===== config.mk =====
export PLATFORM = sky130hd
export DESIGN_NAME = sto_drive_flat
export DESIGN_NICKNAME = d
export VERILOG_FILES = /design/src/sto_pkg.sv /design/src/sto_if.sv /design/src/sto_timer.sv /design/src/sto_drive.sv /design/src/flat_wrapper.sv
export SDC_FILE = /design/constraint.sdc
export NUM_CORES = 1
export LEC_CHECK = 0
export BUFFER_PORTS_ARGS = -buffer_cell sky130_fd_sc_hd__buf_2
export CAP_MARGIN = 10
export CORE_UTILIZATION = 55
export CTS_BUF_LIST = sky130_fd_sc_hd__clkbuf_16
export DETAILED_ROUTE_END_ITERATION = 7
export PLACE_DENSITY_LB_ADDON = 0.08
export SYNTH_ARGS = -nofsm -noshare
export SYNTH_HDL_FRONTEND = slang
export SYNTH_SLANG_ARGS = --single-unit
export TNS_END_PERCENT = 20

===== constraint.sdc =====
create_clock -name clk -period 6.7 [get_ports clk]
set_clock_uncertainty 0.15 [all_clocks]
set_input_delay 0 -clock clk [delete_from_list [all_inputs] [get_ports clk]]
set_output_delay 0 -clock clk [all_outputs]
set_load 0.01 [all_outputs]

===== src/sto_pkg.sv =====
package sto_pkg;
    // ---------------------------------------------------------------
    // timing
    // ---------------------------------------------------------------
    localparam int unsigned CLK_HZ           = 100_000_000;
    localparam int unsigned FB_CLOSE_MS      = 80;
    localparam int unsigned FB_OPEN_MAX_MS   = 20;
    localparam int unsigned IND_CLEAR_MS     = 10;
    localparam int unsigned IND_SET_MAX_MS   = 30;
    localparam int unsigned STAGE_LEAD_US    = 10;
    localparam int unsigned FB_CLOSE_CYC     = CLK_HZ / 1000 * FB_CLOSE_MS;
    localparam int unsigned FB_OPEN_CYC      = CLK_HZ / 1000 * FB_OPEN_MAX_MS;
    localparam int unsigned IND_CLEAR_CYC    = CLK_HZ / 1000 * IND_CLEAR_MS;
    localparam int unsigned IND_SET_CYC      = CLK_HZ / 1000 * IND_SET_MAX_MS;
    localparam int unsigned STAGE_LEAD_CYC   = (CLK_HZ / 1_000_000) * STAGE_LEAD_US;
    // ---------------------------------------------------------------
    // widths and reset values
    // ---------------------------------------------------------------
    localparam int unsigned CNT_W            = 32;
    localparam int unsigned SPD_W            = 16;
    localparam logic [15:0] SPD_RESET        = 16'h0000;
    // ---------------------------------------------------------------
    // controller register map (word offsets)
    // ---------------------------------------------------------------
    localparam int unsigned ADDR_W           = 4;
    localparam logic [3:0]  REG_CTRL         = 4'h0;
    localparam logic [3:0]  REG_STATUS       = 4'h1;
    localparam logic [3:0]  REG_ADVANCE      = 4'h2;
    localparam int unsigned CTRL_RUN_BIT     = 0;
    localparam int unsigned CTRL_ESTOP_BIT   = 1;
    localparam int unsigned CTRL_DOOR_BIT    = 2;
    localparam int unsigned ST_FAULT_BIT     = 0;
    localparam int unsigned ST_FB_BIT        = 1;
    localparam int unsigned ST_STAGE_BIT     = 2;
    localparam int unsigned ST_RELAY_BIT     = 3;
    localparam int unsigned ST_STOPPED_BIT   = 4;
    localparam int unsigned ST_RUN_BIT       = 5;
endpackage


===== src/sto_if.sv =====
`timescale 1ns/100ps
`default_nettype none
interface sto_if;
    logic controller_enable_input;
    logic power_stage_enable_input;
    logic relay_trigger;
    logic feedback_closed;
    logic sto_indicator;

    modport drive (
        input  controller_enable_input,
        input  power_stage_enable_input,
        input  relay_trigger,
        output feedback_closed,
        output sto_indicator
    );
    modport safety (
        output controller_enable_input,
        output power_stage_enable_input,
        output relay_trigger,
        input  feedback_closed,
        input  sto_indicator
    );
endinterface
`default_nettype wire


===== src/sto_timer.sv =====
`timescale 1ns/100ps
`default_nettype none
// loadable down counter; done pulses one cycle when it reaches zero
module sto_timer #(
    parameter int unsigned W = 32
) (
    input  wire logic         clk,
    input  wire logic         reset,
    input  wire logic         load,
    input  wire logic [W-1:0] value,
    output logic              busy,
    output logic              done
);
    logic [W-1:0] cnt_reg;
    logic [W-1:0] cnt_next;
    logic         busy_reg;
    logic         busy_next;
    logic         done_reg;
    logic         done_next;

    initial begin
        if (W < 2) $error("sto_timer width too small");
    end

    always_comb begin
        cnt_next  = cnt_reg;
        busy_next = busy_reg;
        done_next = 1'b0;
        if (load) begin
            // a zero load expires at once so a delay of 0 costs one cycle
            cnt_next  = value;
            busy_next = (value != '0);
            done_next = (value == '0);
        end else if (busy_reg) begin
            cnt_next = cnt_reg - 1'b1;
            if (cnt_reg == {{(W-1){1'b0}}, 1'b1}) begin
                busy_next = 1'b0;
                done_next = 1'b1;
            end
        end
    end

    always_ff @(posedge clk or posedge reset) begin
        if (reset) begin
            cnt_reg  <= '0;
            busy_reg <= 1'b0;
            done_reg <= 1'b0;
        end else begin
            cnt_reg  <= cnt_next;
            busy_reg <= busy_next;
            done_reg <= done_next;
        end
    end

    assign busy = busy_reg;
    assign done = done_reg;
endmodule
`default_nettype wire


===== src/sto_drive.sv =====
`timescale 1ns/100ps
`default_nettype none
// Overview of operation
// - enable rise starts brake release, stage enable
// - brake released only while relay trigger present
// - hold speed zero for programmable start delay
// - ramp up to commanded speed by step
// - enable fall ramps down with quick-stop deceleration
// - hold zero for programmable brake drop-out delay
// - drop internal stage enable after drop-out delay
// - brake applied at ramp end, at latest after ramp plus drop-out time
// - controller removes relay and stage after stage drop
// - feedback contact closes about 80ms after relay off
// - indicator shows within 30ms of contact closing
// - torque-off while running coasts, brake applied
// - controller checks stop request against feedback
// - emergency stop removes both, coast, brake at once
// - door open removes both, blocks restart
// - door without stop request coasts, brake at once
// - external delay at least the deceleration time
// - feedback opens within 20ms, indicator clears 10ms later
// - stage enable leads controller enable by 10us
module sto_drive #(
    parameter int unsigned FB_CLOSE_CYC  = sto_pkg::FB_CLOSE_CYC,
    parameter int unsigned FB_OPEN_CYC   = sto_pkg::FB_OPEN_CYC,
    parameter int unsigned IND_CLEAR_CYC = sto_pkg::IND_CLEAR_CYC,
    parameter int unsigned IND_SET_CYC   = sto_pkg::IND_SET_CYC
) (
    input  wire logic                       clk,
    input  wire logic                       reset,
    sto_if.drive                            link,
    input  wire logic [sto_pkg::CNT_W-1:0]  start_delay_cyc,
    input  wire logic [sto_pkg::CNT_W-1:0]  dropout_delay_cyc,
    input  wire logic [sto_pkg::CNT_W-1:0]  decel_time_cyc,
    input  wire logic [sto_pkg::SPD_W-1:0]  speed_command,
    input  wire logic [sto_pkg::SPD_W-1:0]  accel_step,
    input  wire logic [sto_pkg::SPD_W-1:0]  decel_step,
    output logic [sto_pkg::SPD_W-1:0]       speed_setpoint,
    output logic                            stage_enable,
    output logic                            brake_release
);
    typedef enum logic [2:0] {ST_OFF, ST_HOLD, ST_RUN, ST_DECEL, ST_DROPOUT} sto_state_t;
    localparam int unsigned W = sto_pkg::CNT_W;
    localparam int unsigned S = sto_pkg::SPD_W;

    initial begin
        if (FB_CLOSE_CYC < IND_SET_CYC || FB_OPEN_CYC <= IND_CLEAR_CYC)
            $error("sto_drive timing parameters inconsistent");
    end

    // ---------------------------------------------------------------
    // pin synchronisers
    // ---------------------------------------------------------------
    logic [2:0] meta_reg;
    logic [2:0] sync_reg;
    logic [2:0] sync_next;
    logic       en_d_reg;
    assign sync_next = meta_reg;

    always_ff @(posedge clk or posedge reset) begin
        if (reset) begin
            meta_reg <= 3'h0;
            sync_reg <= 3'h0;
            en_d_reg <= 1'b0;
        end else begin
            meta_reg <= {link.relay_trigger, link.power_stage_enable_input,
                         link.controller_enable_input};
            sync_reg <= sync_next;
            en_d_reg <= sync_reg[0];
        end
    end

    logic ctl_en;
    logic stg_en;
    logic relay;
    logic en_rise;
    assign ctl_en  = sync_reg[0];
    assign stg_en  = sync_reg[1];
    assign relay   = sync_reg[2];
    assign en_rise = ctl_en & ~en_d_reg;

    // ---------------------------------------------------------------
    // motion sequencer
    // ---------------------------------------------------------------
    sto_state_t   state_reg;
    sto_state_t   state_next;
    logic [S-1:0] spd_reg;
    logic [S-1:0] spd_next;
    logic         stage_reg;
    logic         stage_next;
    logic         brake_reg;
    logic         brake_next;
    logic         seq_load;
    logic [W-1:0] seq_value;
    logic         seq_done;
    logic         lim_load;
    logic         lim_done;
    logic         lim_busy;
    logic         lim_hit_reg;
    logic         lim_hit_next;
    logic         torque_off;
    logic [S:0]   spd_up;

    // either shut-down path removes torque at once
    assign torque_off = ~stg_en | ~relay;
    assign spd_up     = {1'b0, spd_reg} + {1'b0, accel_step};

    sto_timer #(.W(W)) u_seq (
        .clk   (clk),
        .reset (reset),
        .load  (seq_load),
        .value (seq_value),
        .busy  (),
        .done  (seq_done)
    );

    // brake deadline: ramp time plus drop-out time from enable fall
    sto_timer #(.W(W)) u_lim (
        .clk   (clk),
        .reset (reset),
        .load  (lim_load),
        .value (W'(decel_time_cyc + dropout_delay_cyc)),
        .busy  (lim_busy),
        .done  (lim_done)
    );

    always_comb begin
        state_next   = state_reg;
        spd_next     = spd_reg;
        stage_next   = stage_reg;
        brake_next   = brake_reg & relay;
        seq_load     = 1'b0;
        seq_value    = start_delay_cyc;
        lim_load     = 1'b0;
        lim_hit_next = lim_hit_reg | lim_done;
        case (state_reg)
            ST_OFF: begin
                spd_next   = '0;
                stage_next = 1'b0;
                brake_next = 1'b0;
                if (en_rise && !torque_off) begin
                    state_next = ST_HOLD;
                    stage_next = 1'b1;
                    brake_next = relay;
                    seq_load   = 1'b1;
                end
            end
            ST_HOLD: begin
                spd_next = '0;
                if (seq_done) state_next = ST_RUN;
            end
            ST_RUN: begin
                if (spd_reg < speed_command) begin
                    spd_next = (spd_up > {1'b0, speed_command}) ? speed_command
                                                                : spd_up[S-1:0];
                end else begin
                    spd_next = speed_command;
                end
            end
            ST_DECEL: begin
                spd_next = (spd_reg > decel_step) ? spd_reg - decel_step : '0;
                if (spd_reg <= decel_step) begin
                    state_next = ST_DROPOUT;
                    seq_load   = 1'b1;
                    seq_value  = dropout_delay_cyc;
                end
            end
            ST_DROPOUT: begin
                spd_next   = '0;
                brake_next = 1'b0;
                if (seq_done) begin
                    state_next = ST_OFF;
                    stage_next = 1'b0;
                end
            end
            default: state_next = ST_OFF;
        endcase
        if (!ctl_en && (state_reg == ST_HOLD || state_reg == ST_RUN)) begin
            state_next   = ST_DECEL;
            lim_load     = 1'b1;
            lim_hit_next = 1'b0;
        end
        // the deadline flag outlives the stop, so it only counts while stopping
        if (lim_hit_reg && !lim_busy && (state_reg == ST_DECEL || state_reg == ST_DROPOUT))
            brake_next = 1'b0;
        if (torque_off) begin
            state_next = ST_OFF;
            spd_next   = '0;
            stage_next = 1'b0;
            brake_next = 1'b0;
        end
    end

    always_ff @(posedge clk or posedge reset) begin
        if (reset) begin
            state_reg   <= ST_OFF;
            spd_reg     <= sto_pkg::SPD_RESET;
            stage_reg   <= 1'b0;
            brake_reg   <= 1'b0;
            lim_hit_reg <= 1'b0;
        end else begin
            state_reg   <= state_next;
            spd_reg     <= spd_next;
            stage_reg   <= stage_next;
            brake_reg   <= brake_next;
            lim_hit_reg <= lim_hit_next;
        end
    end

    // ---------------------------------------------------------------
    // driver supply model: feedback contact and indicator
    // ---------------------------------------------------------------
    logic [W-1:0] fb_cnt_reg;
    logic [W-1:0] fb_cnt_next;
    logic         fb_reg;
    logic         fb_next;
    logic [W-1:0] ind_cnt_reg;
    logic [W-1:0] ind_cnt_next;
    logic         ind_reg;
    logic         ind_next;

    always_comb begin
        fb_cnt_next  = fb_cnt_reg;
        fb_next      = fb_reg;
        ind_cnt_next = ind_cnt_reg;
        ind_next     = ind_reg;
        if (relay == fb_reg) begin
            // contact is normally closed: open while supply is charged
            if (fb_cnt_reg == '0) begin
                fb_cnt_next = relay ? W'(FB_OPEN_CYC - IND_CLEAR_CYC - 1)
                                    : W'(FB_CLOSE_CYC - 1);
            end else if (fb_cnt_reg == W'(1)) begin
                fb_cnt_next = '0;
                fb_next     = ~relay;
            end else begin
                fb_cnt_next = fb_cnt_reg - 1'b1;
            end
        end else begin
            fb_cnt_next = '0;
        end
        if (fb_reg != ind_reg) begin
            if (ind_cnt_reg == '0) begin
                ind_cnt_next = fb_reg ? W'(IND_SET_CYC - 1)
                                      : W'(IND_CLEAR_CYC - 1);
            end else if (ind_cnt_reg == W'(1)) begin
                ind_cnt_next = '0;
                ind_next     = fb_reg;
            end else begin
                ind_cnt_next = ind_cnt_reg - 1'b1;
            end
        end else begin
            ind_cnt_next = '0;
        end
    end

    always_ff @(posedge clk or posedge reset) begin
        if (reset) begin
            fb_cnt_reg  <= '0;
            fb_reg      <= 1'b1;
            ind_cnt_reg <= '0;
            ind_reg     <= 1'b1;
        end else begin
            fb_cnt_reg  <= fb_cnt_next;
            fb_reg      <= fb_next;
            ind_cnt_reg <= ind_cnt_next;
            ind_reg     <= ind_next;
        end
    end

    assign link.feedback_closed = fb_reg;
    assign link.sto_indicator   = ind_reg;
    assign speed_setpoint       = spd_reg;
    assign stage_enable         = stage_reg;
    assign brake_release        = brake_reg;
endmodule
`default_nettype wire


===== src/flat_wrapper.sv =====
// flat-port wrapper written by rule: the top's interface ports become plain ports
module sto_drive_flat 
#(
    parameter int unsigned FB_CLOSE_CYC  = sto_pkg::FB_CLOSE_CYC,
    parameter int unsigned FB_OPEN_CYC   = sto_pkg::FB_OPEN_CYC,
    parameter int unsigned IND_CLEAR_CYC = sto_pkg::IND_CLEAR_CYC,
    parameter int unsigned IND_SET_CYC   = sto_pkg::IND_SET_CYC
)
  (clk, reset, start_delay_cyc, dropout_delay_cyc, decel_time_cyc, speed_command, accel_step, decel_step, speed_setpoint, stage_enable, brake_release, link_controller_enable_input, link_power_stage_enable_input, link_relay_trigger, link_feedback_closed, link_sto_indicator);
  sto_if link_i ();
  input  wire logic clk;
  input  wire logic reset;
  input  wire logic [sto_pkg::CNT_W-1:0] start_delay_cyc;
  input  wire logic [sto_pkg::CNT_W-1:0] dropout_delay_cyc;
  input  wire logic [sto_pkg::CNT_W-1:0] decel_time_cyc;
  input  wire logic [sto_pkg::SPD_W-1:0] speed_command;
  input  wire logic [sto_pkg::SPD_W-1:0] accel_step;
  input  wire logic [sto_pkg::SPD_W-1:0] decel_step;
  output logic [sto_pkg::SPD_W-1:0] speed_setpoint;
  output logic stage_enable;
  output logic brake_release;
  input wire logic [$bits(link_i.controller_enable_input)-1:0] link_controller_enable_input;
  input wire logic [$bits(link_i.power_stage_enable_input)-1:0] link_power_stage_enable_input;
  input wire logic [$bits(link_i.relay_trigger)-1:0] link_relay_trigger;
  output wire logic [$bits(link_i.feedback_closed)-1:0] link_feedback_closed;
  output wire logic [$bits(link_i.sto_indicator)-1:0] link_sto_indicator;
  assign link_i.controller_enable_input = link_controller_enable_input;
  assign link_i.power_stage_enable_input = link_power_stage_enable_input;
  assign link_i.relay_trigger = link_relay_trigger;
  assign link_feedback_closed = link_i.feedback_closed;
  assign link_sto_indicator = link_i.sto_indicator;
  sto_drive #(.FB_CLOSE_CYC(FB_CLOSE_CYC), .FB_OPEN_CYC(FB_OPEN_CYC), .IND_CLEAR_CYC(IND_CLEAR_CYC), .IND_SET_CYC(IND_SET_CYC)) u_core (.clk(clk), .reset(reset), .link(link_i), .start_delay_cyc(start_delay_cyc), .dropout_delay_cyc(dropout_delay_cyc), .decel_time_cyc(decel_time_cyc), .speed_command(speed_command), .accel_step(accel_step), .decel_step(decel_step), .speed_setpoint(speed_setpoint), .stage_enable(stage_enable), .brake_release(brake_release));
endmodule

* After elaboration in Yosys (flattened, before gate mapping)
Cells that the tools add are included.
** Word-level totals
- Register bits after elaboration :: 163
- Output and inout port bits :: 20
- Logic and storage cells :: 129
- Bits of input ports :: 149
** Operators by class
- Add/subtract/negate cells :: 7
- Bitwise operators :: 9
- Eq/ne operators :: 16
- $lt $le $gt $ge :: 4
- Reduce and logical (&&, ||, !) cells :: 25
- Multiplexer cells :: 50
** Operator list (count)
- two-way mux 32 bit :: 12
- equality test 32 x 1 -> 1 bit (second input constant) :: 4
- zero test 32 bit :: 4
- subtractor 32 x 1 -> 32 bit (second input constant) :: 4
- two-way mux 16 bit :: 4
- nonzero test 32 bit :: 2
- one-hot mux 16 bit (3 select lines) :: 1
- adder 32 bit :: 1
- two-way mux 23 bit :: 1
- two-way mux 22 bit :: 1
- two-way mux 1 bit :: 21
- two-way mux 3 bit :: 6
- adder 16 x 16 -> 17 bit :: 1
- > comparator 17 x 16 -> 1 bit :: 1
- > comparator 16 bit :: 1
- <= comparator 16 bit :: 1
- < comparator 16 bit :: 1
- subtractor 16 bit :: 1
- one-hot mux 3 bit (5 select lines) :: 1
- != test 4 x 1 -> 1 bit (second input constant) :: 2
- equality test 3 x 2 -> 1 bit (second input constant) :: 2
- != test 3 x 2 -> 1 bit (second input constant) :: 2
- one-hot mux 1 bit (2 select lines) :: 3
- AND reduction 3 bit :: 2
- 19 further kinds :: 32

* Depth between registers and ports, before layout
Gate-level depths: netlist of run 1.
- Depth in word-level cells :: 8
- Gate-level depth with buffers :: 24
- Gate-level depth less buffers :: 22

* Modules after synthesis
A second synthesis of run 1 with hierarchy kept.
** Second synthesis, totals
- Cells, all modules :: 1509
- Area total of the unflattened synthesis :: 12966.2 µm²
** Modules (own cells, without submodules)
- sto_drive :: cells each 1007, instances 1, area each 8704.6 µm², sequential area each 2379.8 µm²
- sto_timer :: cells each 251, instances 2, area each 2130.8 µm², sequential area each 850.8 µm²

* Worst setup path after synthesis of run 1
No wires, ideal clock.
- Path kind :: register -> register
- Start point :: register u_core.spd_reg[0], in the netlist u_core.speed_setpoint[0]
- End point :: register u_core.spd_reg[13], in the netlist u_core.speed_setpoint[13]
- Library setup time :: 0.138 ns
- Data arrival time :: 4.108 ns
- Clock period less this slack :: 4.396 ns
- Path slack :: 2.304 ns
- Path buffers :: 2
- Stages on the path, launching flop included :: 22
- Data required time :: 6.412 ns
- Cell sequence :: dfrtp_1 -> ha_1 -> inv_1 -> fa_1 -> nor2b_1 -> o21a_1 -> o21ai_0 -> a21oi_1 -> a311o_1 -> a211oi_1 -> xnor2_1 -> ha_1 -> nand4_1 -> nor2_1 -> o31a_1 -> o41ai_1 -> o311ai_0 -> a41o_1 -> buf_2 -> buf_1 -> a222oi_1 -> o21ai_0
** Between the ends
- Cells in the longest elaborated chain, start to end :: 6
- Elaborated cells on any way between the ends :: 10
- Classes of those cells :: add/sub: 2; order compare: 3; mux: 5
** Ends and longest elaborated chain
- start, declared :: RTL line sto_drive.sv:87 : logic [S-1:0] spd_reg;
- start signal, assigned :: RTL line sto_drive.sv:197 : spd_reg <= sto_pkg::SPD_RESET;
- start signal, assigned :: RTL line sto_drive.sv:203 : spd_reg <= spd_next;
- adder 16 x 16 -> 17 bit :: RTL line sto_drive.sv:106 : assign spd_up = {1'b0, spd_reg} + {1'b0, accel_step};
- > comparator 17 x 16 -> 1 bit :: RTL line sto_drive.sv:154 : spd_next = (spd_up > {1'b0, speed_command}) ? speed_command
- two-way mux 16 bit :: RTL line sto_drive.sv:154
- two-way mux 16 bit :: RTL line sto_drive.sv:153 : if (spd_reg < speed_command) begin
- one-hot mux 16 bit (3 select lines) (*) :: RTL line sto_drive.sv:136 : case (state_reg)
- two-way mux 16 bit (*) :: RTL line sto_drive.sv:186 : if (torque_off) begin
Every way passes the cells marked *; elsewhere a longest branch is shown, timed or not.
A chain may end at the register's enable or synchronous reset.

* Worst setup path in the final report of run 1
- Start point :: register u_core.spd_reg[0], in the netlist u_core.speed_setpoint[0]
- End point :: register u_core.spd_reg[0], in the netlist u_core.speed_setpoint[0]
Same word-level chain as after synthesis.

==> flow_metrics.py, run 1 <==
metrics = {
    "status": {
        "status": "complete, no violations",
    },
    "layout": {
        "nets": 2017,
        "n_fill_cell": 1919,
        "final_common_cell": "buf_2",
        "layout_common_cells": "buf_2 (168), dfrtp_1 (161), o21ai_0 (150)",
        "drive_above_1_share_pct": 13.4,
        "area_delta_synth_final_pct": 20.3,
    },
    "global_routing": {
        "grt_util_all_layers_pct": 30.3,
        "antenna_found_initial": 0,
        "grt_max_degree": 93,
        "grt_overflow": 0,
        "grt_pass1_vias": 11900,
        "grt_pass1_wl_mm": 57.7,
    },
    "timing": {
        "finalCritPeriodShare_pct": 80.9,
        "timing.slew.headroom_pct": 28.2,
        "finalSetupViolations": 0,
        "worst_slew_pin_slew_ps": 1080,
        "max_freq_ghz": 0.184,
        "hold-worst-slack_ps": 10.1,
        "fin_tns_setup_ps": 0,
        "report.final.slew_viol_count": 0,
        "rsz0062_at_grt": "no",
        "timing_hold_violations_final": 0,
        "post-route-min-period_ps": 5420,
    },
    "clock_tree": {
        "cts_resized": 0,
        "cts_made_buffers": 17,
        "cts_htree_levels": 4,
        "clockBufferDepth": 2,
        "clk_latency_ps": 440,
        "cts-root-buf": "clkbuf_16",
        "tritoncts": "yes",
        "clk_pin_slew_ps": 70,
        "cts_sinks": 163,
    },
    "setup_path": {
        "worstPathArrival_ps": 5580,
        "path_buf_inv": 2,
        "path_cells": "ha_1 > inv_1 > fa_1 > nor2b_1 > o21a_1 > o21ai_0 > a21oi_1 > a311o_1 > a211oi_1 > xnor2_1 > ha_1 > nand4_1 > nor2_1 > o31a_1 > o41ai_1 > o311ai_0 > a41o_1 > a21oi_1 > o221ai_1 > dlygate4sd3_1",
        "crit_path_start_kind": "flop",
        "slowest_stage": "a41o_1",
        "crit_path_max_fanout": 19,
        "setup.worst_path.start": "u_core.speed_setpoint[0]",
        "rr_startpoint": "u_core.speed_setpoint[0]",
        "r2r-end": "u_core.speed_setpoint[0]",
        "crit_required_ps": 6860,
        "reg2reg_slack_ps": 1280,
        "critPathKind": "flop to flop",
        "slowest_delay_ps": 620,
        "crit_path_end_kind": "flop",
        "path_delay_family": "compound AO/OA/AOI/OAI gates",
        "reg2regPathDepth": 20,
    },
    "placement": {
        "gp_congestion": 0.950,
        "numPortBuffers": 168,
        "hpwl_mm": 25.9,
    },
    "detailed_routing": {
        "ant_nets": 0,
        "top_layer_used": "met4",
        "drc": 0,
        "vias": 12100,
        "wl_met3_mm": 1.65,
        "met2_length_mm": 16.7,
        "drtPass1Iterations": 5,
        "initialDrtViolationCount": 721,
        "met1_length_mm": 15.7,
        "wirelength_mm": 35.0,
        "wire_per_inst_um": 17.0,
        "vias_per_cell": 5.88,
    },
    "floorplan": {
        "core_sq_mm": 0.0226,
        "die_x_um": 154,
        "rows": 55,
        "initial_utilization_pct": 56.2,
        "die-height_um": 154,
        "pin_count": 169,
        "die_area_sq_mm": 0.0237,
    },
    "synth": {
        "ys_seq_area_share_pct": 32.1,
        "synth_compound_area_share_pct": 18.5,
        "synthXorXnorAreaFrac_pct": 11.1,
        "yosysWarnings": 0,
        "synth_fa_ha_area_share_pct": 10.5,
        "syn_area_per_cell_sq_um": 8.32,
        "synth_top_family_by_area": "simple AND/OR/NAND/NOR gates",
        "synth-edff-count": 0,
        "ys_ff_latch": 163,
        "syn_nets": 1783,
        "netlist_instances": 1529,
        "synth_mux_area_share_pct": 1.65,
        "synthArstFlopShare_pct": 100,
        "synth-simple-area-share_pct": 22.2,
        "syn-cell-area_sq_mm": 0.0127,
        "synthDistinctLibCells": 78,
        "synth_flop_cell": "dfrtp_1",
    },
    "power": {
        "powerDensity_mw_per_mm2": 273,
        "vdd_drop_max_mv": 0.163,
        "leakage_uw": 0.00697,
    },
    "run": {
        "drv_cap": 0,
    },
    "min_path": {
        "worst_hold_path.endpoint": "u_core.u_lim.cnt_reg[31]",
        "worstHoldStart": "decel_time_cyc[31]",
        "hold_path_depth": 4,
        "hp-class": "input port to flop",
    },
}
==> power breakdown <==
part,switching [uW],internal (uW)
combinational,912,764
sequential,259,1250
clock,492,507
total,1660,2520
==> logic make-up (layout without fill, tap and decap cells) <==
logic type | Yosys count | count (layout)
and+or+nand+nor | 560 | 560
AOI/OAI and AO/OA | 390 | 390
DFF | 163 | 163
xor gates and xnor gates | 161 | 161
buffers and inverters | 129 | 376
adders and majority gates | 105 | 105
muxes | 21 | 21
other | 0 | 1
==> cell type report <==
| cell class | instances | area [sq um] | area share [%] |
|---|---|---|---|
| Clock buffer | 17 | 425 | 2.78 |
| Tap cell | 285 | 357 | 2.33 |
| Multi-Input combinational cell | 1237 | 8150 | 53.2 |
| Inverter | 78 | 298 | 1.95 |
| Clock inverter | 15 | 188 | 1.23 |
| Sequential cell | 163 | 4080 | 26.7 |
| Timing Repair Buffer | 266 | 1810 | 11.8 |
| Antenna cell | 1 | 2.50 | 0.0163 |
==> how the worst max path moves through the flow <==
stage / end / slack [ps] / cells after the start
3_3_place_gp: u_core.speed_setpoint[11] / 1880 / 20
5_1_grt: u_core.speed_setpoint[0] / 840 / 20
2_1_floorplan: u_core.brake_release / 2150 / 1
4_1_cts: u_core.speed_setpoint[0] / 1370 / 20
3_5_place_dp: u_core.speed_setpoint[11] / 1760 / 20
6_report: u_core.speed_setpoint[0] / 1280 / 20
==> cells in the mapped netlist (5+ instances only) <==
| master | number | area (sq um) |
|---|---|---|
| nand2b_1 | 18 | 113 |
| clkbuf_1 | 38 | 143 |
| and3_1 | 11 | 68.8 |
| o221ai_1 | 10 | 87.6 |
| o211ai_1 | 10 | 75.1 |
| buf_2 | 6 | 30.0 |
| nor3_1 | 57 | 285 |
| o21ai_0 | 150 | 751 |
| nor2_1 | 135 | 507 |
| dfrtp_1 | 161 | 4030 |
| and2_1 | 5 | 31.3 |
| xnor2_1 | 113 | 990 |
| or4_1 | 12 | 90.1 |
| a21o_1 | 26 | 195 |
| nand4_1 | 26 | 163 |
| or2_2 | 7 | 43.8 |
| or3_1 | 19 | 119 |
| o21a_1 | 9 | 67.6 |
| a31oi_1 | 10 | 62.6 |
| o21bai_1 | 7 | 52.6 |
| nor2b_1 | 14 | 87.6 |
| nand2_1 | 144 | 541 |
| or3_2 | 5 | 37.5 |
| mux2i_1 | 21 | 210 |
| o31ai_1 | 5 | 37.5 |
| inv_1 | 78 | 293 |
| nor4_1 | 49 | 307 |
| xor2_1 | 48 | 420 |
| nand3_1 | 33 | 165 |
| a211oi_1 | 10 | 75.1 |
| ha_1 | 102 | 1280 |
| a21oi_1 | 106 | 531 |
==> worst register-to-register path, stage by stage, from the launching register on <==
cell           delay, ps
dfrtp_1              420
ha_1                 210
inv_1                 70
fa_1                 210
nor2b_1               60
o21a_1               180
o21ai_0              230
a21oi_1              170
a311o_1              410
a211oi_1             260
xnor2_1              190
ha_1                 290
nand4_1               90
nor2_1                60
o31a_1               100
o41ai_1              330
o311ai_0             190
a41o_1               620
a21oi_1              300
o221ai_1             140
dlygate4sd3_1        610
==> routing by layer <==
metal  GRT usage [%]  vias to the layer above
met4            11.4                        0
met2            51.3                      377
met1            39.4                     5696
li1                -                     5983
met5               0                        -
met3            3.97                       69
==> timing repair <==
action / 4_1_cts / 5_1_grt
hold buffers: 93 / 0
hold endpoints to repair: 146 / 0
setup buffers: 0 / 0
==> stage by stage <==
stage | std cells | setup WS, ps | instance area, sq um | utilization [%] | power (uW)
floorplan | 1529 | 2150 | 12700 | - | 2690
finish | 2062 | 1280 | 15300 | 67.6 | 4180
CTS | 2061 | 1370 | 15300 | 67.6 | 4190
global placement | 1936 | 1880 | 13800 | 60.8 | 3030
global route | 2061 | 837 | 15300 | 67.6 | 4490
detailed placement | 1936 | 1760 | 13800 | 60.8 | 3060
Note: power is estimated with default switching activity, not from simulation.
==> run 2: changes to the inputs <==
- CORE_UTILIZATION: 55 -> 54
- clock period: 6.7 -> 4.4 ns (I/O delays scaled with it)
==> run 2 against run 1 <==
Compared with the run above:
- sequential cell count did not move
- global-route usage increased by 0.14 points
- total power up 55%
- clock-buffer cell count stayed put
- maximum frequency up 28%
- combinational power rose by 55%
- critical path type unchanged
- largest cell class unchanged
- largest power group unchanged
==> flow_metrics.py, run 2 (synthesis gave the netlist of run 1 again) <==
metrics = {
    "timing": {
        "rsz0062_at_grt": "yes",
        "post-route-min-period_ps": 4240,
        "worst_slew_pin_slew_ps": 954,
        "timing.slew.headroom_pct": 36.4,
        "finalCritPeriodShare_pct": 96.4,
        "timing_hold_violations_final": 0,
        "max_freq_ghz": 0.236,
        "report.final.slew_viol_count": 0,
        "finalSetupViolations": 0,
    },
    "clock_tree": {
        "cts-root-buf": "clkbuf_16",
        "clk_latency_ps": 430,
        "tritoncts": "yes",
        "clk_pin_slew_ps": 70,
        "cts_sinks": 163,
        "cts_made_buffers": 17,
        "cts_htree_levels": 4,
        "clockBufferDepth": 2,
    },
    "setup_path": {
        "worstPathArrival_ps": 4380,
        "crit_path_max_fanout": 7,
        "path_delay_family": "compound AO/OA/AOI/OAI gates",
        "rr_startpoint": "u_core.speed_setpoint[1]",
        "slowest_stage": "dfrtp_1",
        "path_cells": "ha_1 > a21o_1 > a21oi_1 > nand2b_1 > a211oi_2 > nor2_1 > a211o_1 > o21ai_0 > xor2_1 > ha_1 > and3_1 > a31oi_1 > o41ai_2 > o311ai_1 > a41o_2 > buf_4 > nor2_1 > a222oi_1 > o21ai_1",
        "reg2reg_slack_ps": 160,
        "reg2regPathDepth": 19,
        "critPathKind": "flop to flop",
        "r2r-end": "u_core.speed_setpoint[13]",
        "path_buf_inv": 1,
        "crit_required_ps": 4540,
        "crit_path_start_kind": "flop",
        "crit_path_end_kind": "flop",
        "slowest_delay_ps": 410,
    },
    "min_path": {
        "hold_path_depth": 5,
        "worst_hold_path.endpoint": "u_core.speed_setpoint[1]",
        "worstHoldStart": "decel_step[1]",
        "hp-class": "input port to flop",
    },
    "global_routing": {
        "antenna_found_initial": 1,
        "grt_util_all_layers_pct": 30.4,
        "grt_overflow": 0,
        "grt_pass1_vias": 12100,
        "grt_max_degree": 164,
        "grt_pass1_wl_mm": 59.0,
    },
    "layout": {
        "n_fill_cell": 1982,
        "num_antenna_cells": 0,
        "final_common_cell": "buf_2",
        "nets": 2050,
        "area_delta_synth_final_pct": 23.4,
        "drive_above_1_share_pct": 15.5,
        "layout_common_cells": "buf_2 (168), dfrtp_1 (161), o21ai_0 (147)",
        "final_cells": 2122,
    },
    "detailed_routing": {
        "wire_per_inst_um": 16.8,
        "wirelength_mm": 35.6,
        "drc": 0,
        "vias_per_cell": 5.87,
        "initialDrtViolationCount": 840,
        "drtPass1Iterations": 5,
        "wl_met3_mm": 1.77,
        "vias": 12500,
        "met2_length_mm": 17.1,
        "ant_nets": 0,
        "top_layer_used": "met5",
        "met1_length_mm": 15.7,
    },
    "power": {
        "powerDensity_mw_per_mm2": 414,
        "vdd_drop_max_mv": 0.306,
        "p_total_uw": 6500,
        "leakage_uw": 0.00715,
    },
    "floorplan": {
        "rows": 55,
        "die_area_sq_mm": 0.0242,
        "initial_utilization_pct": 55.7,
        "die_x_um": 155,
        "die-height_um": 155,
        "pin_count": 169,
        "core_sq_mm": 0.0228,
    },
    "placement": {
        "gp_congestion": 0.941,
        "hpwl_mm": 25.9,
        "numPortBuffers": 168,
        "place_inst": 1993,
    },
    "status": {
        "status": "complete, no violations",
    },
    "run": {
        "drv_cap": 0,
    },
}
[run 2: cell types whose count changed in the layout (fill, tap and decap cells not counted), moves of 3 or more]
| cell | delta |
|---|---|
| buf_4 | +28 |
| inv_6 | -5 |
| inv_8 | +3 |
| buf_12 | +3 |
| o21ai_0 | -3 |
| clkinvlp_4 | +3 |
[run 2: power by group]
group          total [uW]  internal, uW  switching [uW]
registers            2310          1900             403
logic                2610          1190            1420
clock network        1580           830             754
total                6500          3920            2580
[run 2: per-stage QoR]
stage | TNS [ps] | hold slack [ps] | setup slack, ps | cell area, sq um | utilization [%]
after global routing | -2080 | 15.6 | -171 | 15700 | 68.7
after global placement | -413 | -41.0 | -74.5 | 14000 | 61.5
after detailed placement | -1900 | -40.7 | -182 | 14000 | 61.5
final | 0 | 23.7 | 160 | 15700 | 68.7
after floorplan | 0 | -119 | 4.15 | 12700 | -
after CTS | 0 | 0.958 | 27.8 | 15600 | 68.4
[run 2: how the worst max path moves through the flow]
stage	from	to	slack, ps	depth (start not counted)
after CTS	u_core.speed_setpoint[0]	u_core.speed_setpoint[6]	30	23
after floorplan	u_core.speed_setpoint[0]	u_core.speed_setpoint[13]	4	21
final	u_core.speed_setpoint[1]	u_core.speed_setpoint[13]	160	19
after global placement	u_core.speed_setpoint[0]	u_core.speed_setpoint[7]	-70	20
after detailed placement	u_core.speed_setpoint[0]	u_core.speed_setpoint[6]	-180	20
after global routing	u_core.speed_setpoint[0]	u_core.speed_setpoint[11]	-170	23
[run 2: worst min-delay path, stage by stage]
cell and delay (ps):
buf_2 100, inv_1 90, fa_1 200, a32oi_1 100
o21ai_0 70
[run 2: area by class of cell]
type	count	area (sq um)	share of cell area, %
multi-input cells	1237	8190	52.2
flip-flops and latches	163	4080	26.0
repair buffers	299	2100	13.4
clock buffers	17	425	2.71
well taps	313	392	2.50
inverters	78	297	1.89
clock inverters	15	206	1.32
[run 2: metal layers]
metal,vias up,GRT usage (%)
met5,-,0
met4,2,10.7
met3,83,4.74
met2,407,52.6
met1,5935,38.5
li1,6036,-
[run 2: what timing repair did]
item	in CTS	in global routing
endpoints found under the setup margin	16	20
hold buffers	94	0
endpoints found under the hold margin	219	0
buffers inserted	0	3
resized for setup	3	15
pin swaps	0	9
==> run 3: changes to the inputs <==
- PLACE_DENSITY: unset -> 0.78
- PLACE_DENSITY_LB_ADDON: 0.08 -> unset
==> run 3 against run 2 <==
Compared with the run above:
- via count grew 1.4%
- highest routed layer is now met4
- the run now ends with negative setup slack left
- critical path depth grew 2
- largest power group unchanged
- die area is the same
- setup slack lost 160 ps
==> flow_metrics.py, run 3 (synthesis gave the netlist of run 1 again) <==
metrics = {
    "clock_tree": {
        "cts_sinks": 163,
        "cts_made_buffers": 17,
        "cts-root-buf": "clkbuf_16",
        "tritoncts": "yes",
        "cts_htree_levels": 4,
        "clk_pin_slew_ps": 70,
        "clk_latency_ps": 440,
        "clockBufferDepth": 2,
    },
    "placement": {
        "numPortBuffers": 168,
        "hpwl_mm": 26.8,
        "dpl_worst_slack_ps": -150,
        "gp_congestion": 0.991,
    },
    "timing": {
        "finalCritPeriodShare_pct": 100,
        "max_freq_ghz": 0.227,
        "post-route-min-period_ps": 4400,
        "finalSetupViolations": 2,
        "timing.slew.headroom_pct": 32.4,
        "timing_hold_violations_final": 0,
        "report.final.slew_viol_count": 0,
        "worst_slew_pin_slew_ps": 1010,
        "layout_setup_ws_ps": -4.84,
        "rsz0062_at_grt": "yes",
    },
    "global_routing": {
        "antenna_found_initial": 3,
        "grt_pass1_vias": 12400,
        "grt_pass1_wl_mm": 60.4,
        "grt_max_degree": 68,
        "grt_overflow": 0,
        "grt_util_all_layers_pct": 31.3,
    },
    "setup_path": {
        "crit_path_max_fanout": 7,
        "crit_required_ps": 4560,
        "critPathKind": "flop to flop",
        "worstPathArrival_ps": 4570,
        "crit_path_start_kind": "flop",
        "crit_path_end_kind": "flop",
    },
    "status": {
        "violations": "negative setup slack",
        "status": "finished, violations left",
    },
    "power": {
        "powerDensity_mw_per_mm2": 412,
        "leakage_uw": 0.00716,
        "vdd_drop_max_mv": 0.277,
    },
    "run": {
        "drv_cap": 0,
    },
    "layout": {
        "final_common_cell": "buf_2",
        "nets": 2051,
        "fin_util_pct": 68.6,
        "layout_common_cells": "buf_2 (168), dfrtp_1 (161), o21ai_0 (147)",
        "drive_above_1_share_pct": 15.6,
        "area_delta_synth_final_pct": 23.3,
    },
    "floorplan": {
        "die-height_um": 155,
        "pin_count": 169,
        "core_sq_mm": 0.0228,
        "initial_utilization_pct": 55.7,
        "die_area_sq_mm": 0.0242,
        "die_x_um": 155,
        "rows": 55,
    },
    "detailed_routing": {
        "drc": 0,
        "wirelength_mm": 37.4,
        "vias": 12600,
        "initialDrtViolationCount": 908,
        "ant_nets": 0,
        "drtPass1Iterations": 7,
        "wire_per_inst_um": 17.6,
        "vias_per_cell": 5.95,
    },
    "min_path": {
        "hp-class": "input port to flop",
    },
}
==> run 3: cell types whose count changed in the layout (fill, tap and decap cells not counted), moves of 2 or more <==
cell      before  now
inv_6          0    3
buf_6          0    2
xnor2_1      113  111
clkinv_8       5    0
diode_2        0    3
xnor2_2        0    2
clkinv_4       0    2
==> run 3: repair_timing <==
| action | in CTS | in global routing |
|---|---|---|
| setup buffers | 1 | 7 |
| pin swaps | 0 | 18 |
| resized for setup | 3 | 17 |
| setup endpoints to repair | 15 | 49 |
| hold endpoints to repair | 220 | 0 |
| hold buffers | 95 | 0 |
==> run 3: path summary, 6_finish.rpt <==
| kind | startpoint | to | slack [ps] | depth (start not counted) |
|---|---|---|---|---|
| min in group asynchronous | reset | u_core.fb_cnt_reg[0] | 470 | 4 |
| worst max-delay path | u_core.speed_setpoint[0] | u_core.speed_setpoint[3] | -5 | 21 |
| worst min-delay path | decel_time_cyc[22] | u_core.u_lim.cnt_reg[22] | 40 | 5 |
| worst max register to register | u_core.speed_setpoint[0] | u_core.speed_setpoint[3] | -5 | 21 |
| max in group asynchronous | reset | u_core.u_seq.cnt_reg[2] | 2490 | 5 |
| worst min register to register | u_core.meta_reg[0] | u_core.sync_reg[0] | 200 | 0 |
==> run 3: worst max-delay path, cell delays in order (launching register included) <==
cell      delay, ps
dfrtp_1         380
ha_2            180
inv_2            60
fa_2            200
nor2b_1          50
o21a_1          210
o21ai_2         190
a21oi_2          90
a311o_1         370
a211oi_2        270
xnor2_1         200
ha_1            290
nand4_1          80
nor2_1           60
o31a_1          120
o41ai_2         280
o311ai_1        140
a41o_2          360
buf_6           150
mux2i_1         130
nor2_1           60
a221o_1         280
==> run 3: routing by layer <==
metal	part of all wire [%]	track usage, %
met3	6.6	5.85
met1	41	38.7
met2	47	52.2
met5	0	0
met4	5.0	16.2
==> run 3: layout make-up <==
class,count,area [sq um]
Antenna cell,3,7.51
Clock buffer,17,425
Clock inverter,15,173
Fill cell,1864,7160
Inverter,78,297
Multi-Input combinational cell,1237,8210
Sequential cell,163,4080
Tap cell,313,392
Timing Repair Buffer,300,2100
==> run 3: power by group <==
group	internal [uW]	leakage, uW	total [uW]	switching (uW)
logic	1180	0.00481	2620	1440
registers	1900	0.00205	2310	407
clock network	855	0.000290	1530	677
==> run 3: metrics by stage <==
step	TNS [ps]	power (uW)	instances	hold slack, ps	area, sq um
3_3_place_gp	0	4590	1988	-221	14000
3_5_place_dp	-1320	4690	1988	-224	14000
2_1_floorplan	0	4100	1529	-119	12700
5_1_grt	-1110	6920	2126	16.8	15700
4_1_cts	0	6430	2116	5.30	15500
6_report	-6.34	6460	2126	36.0	15700
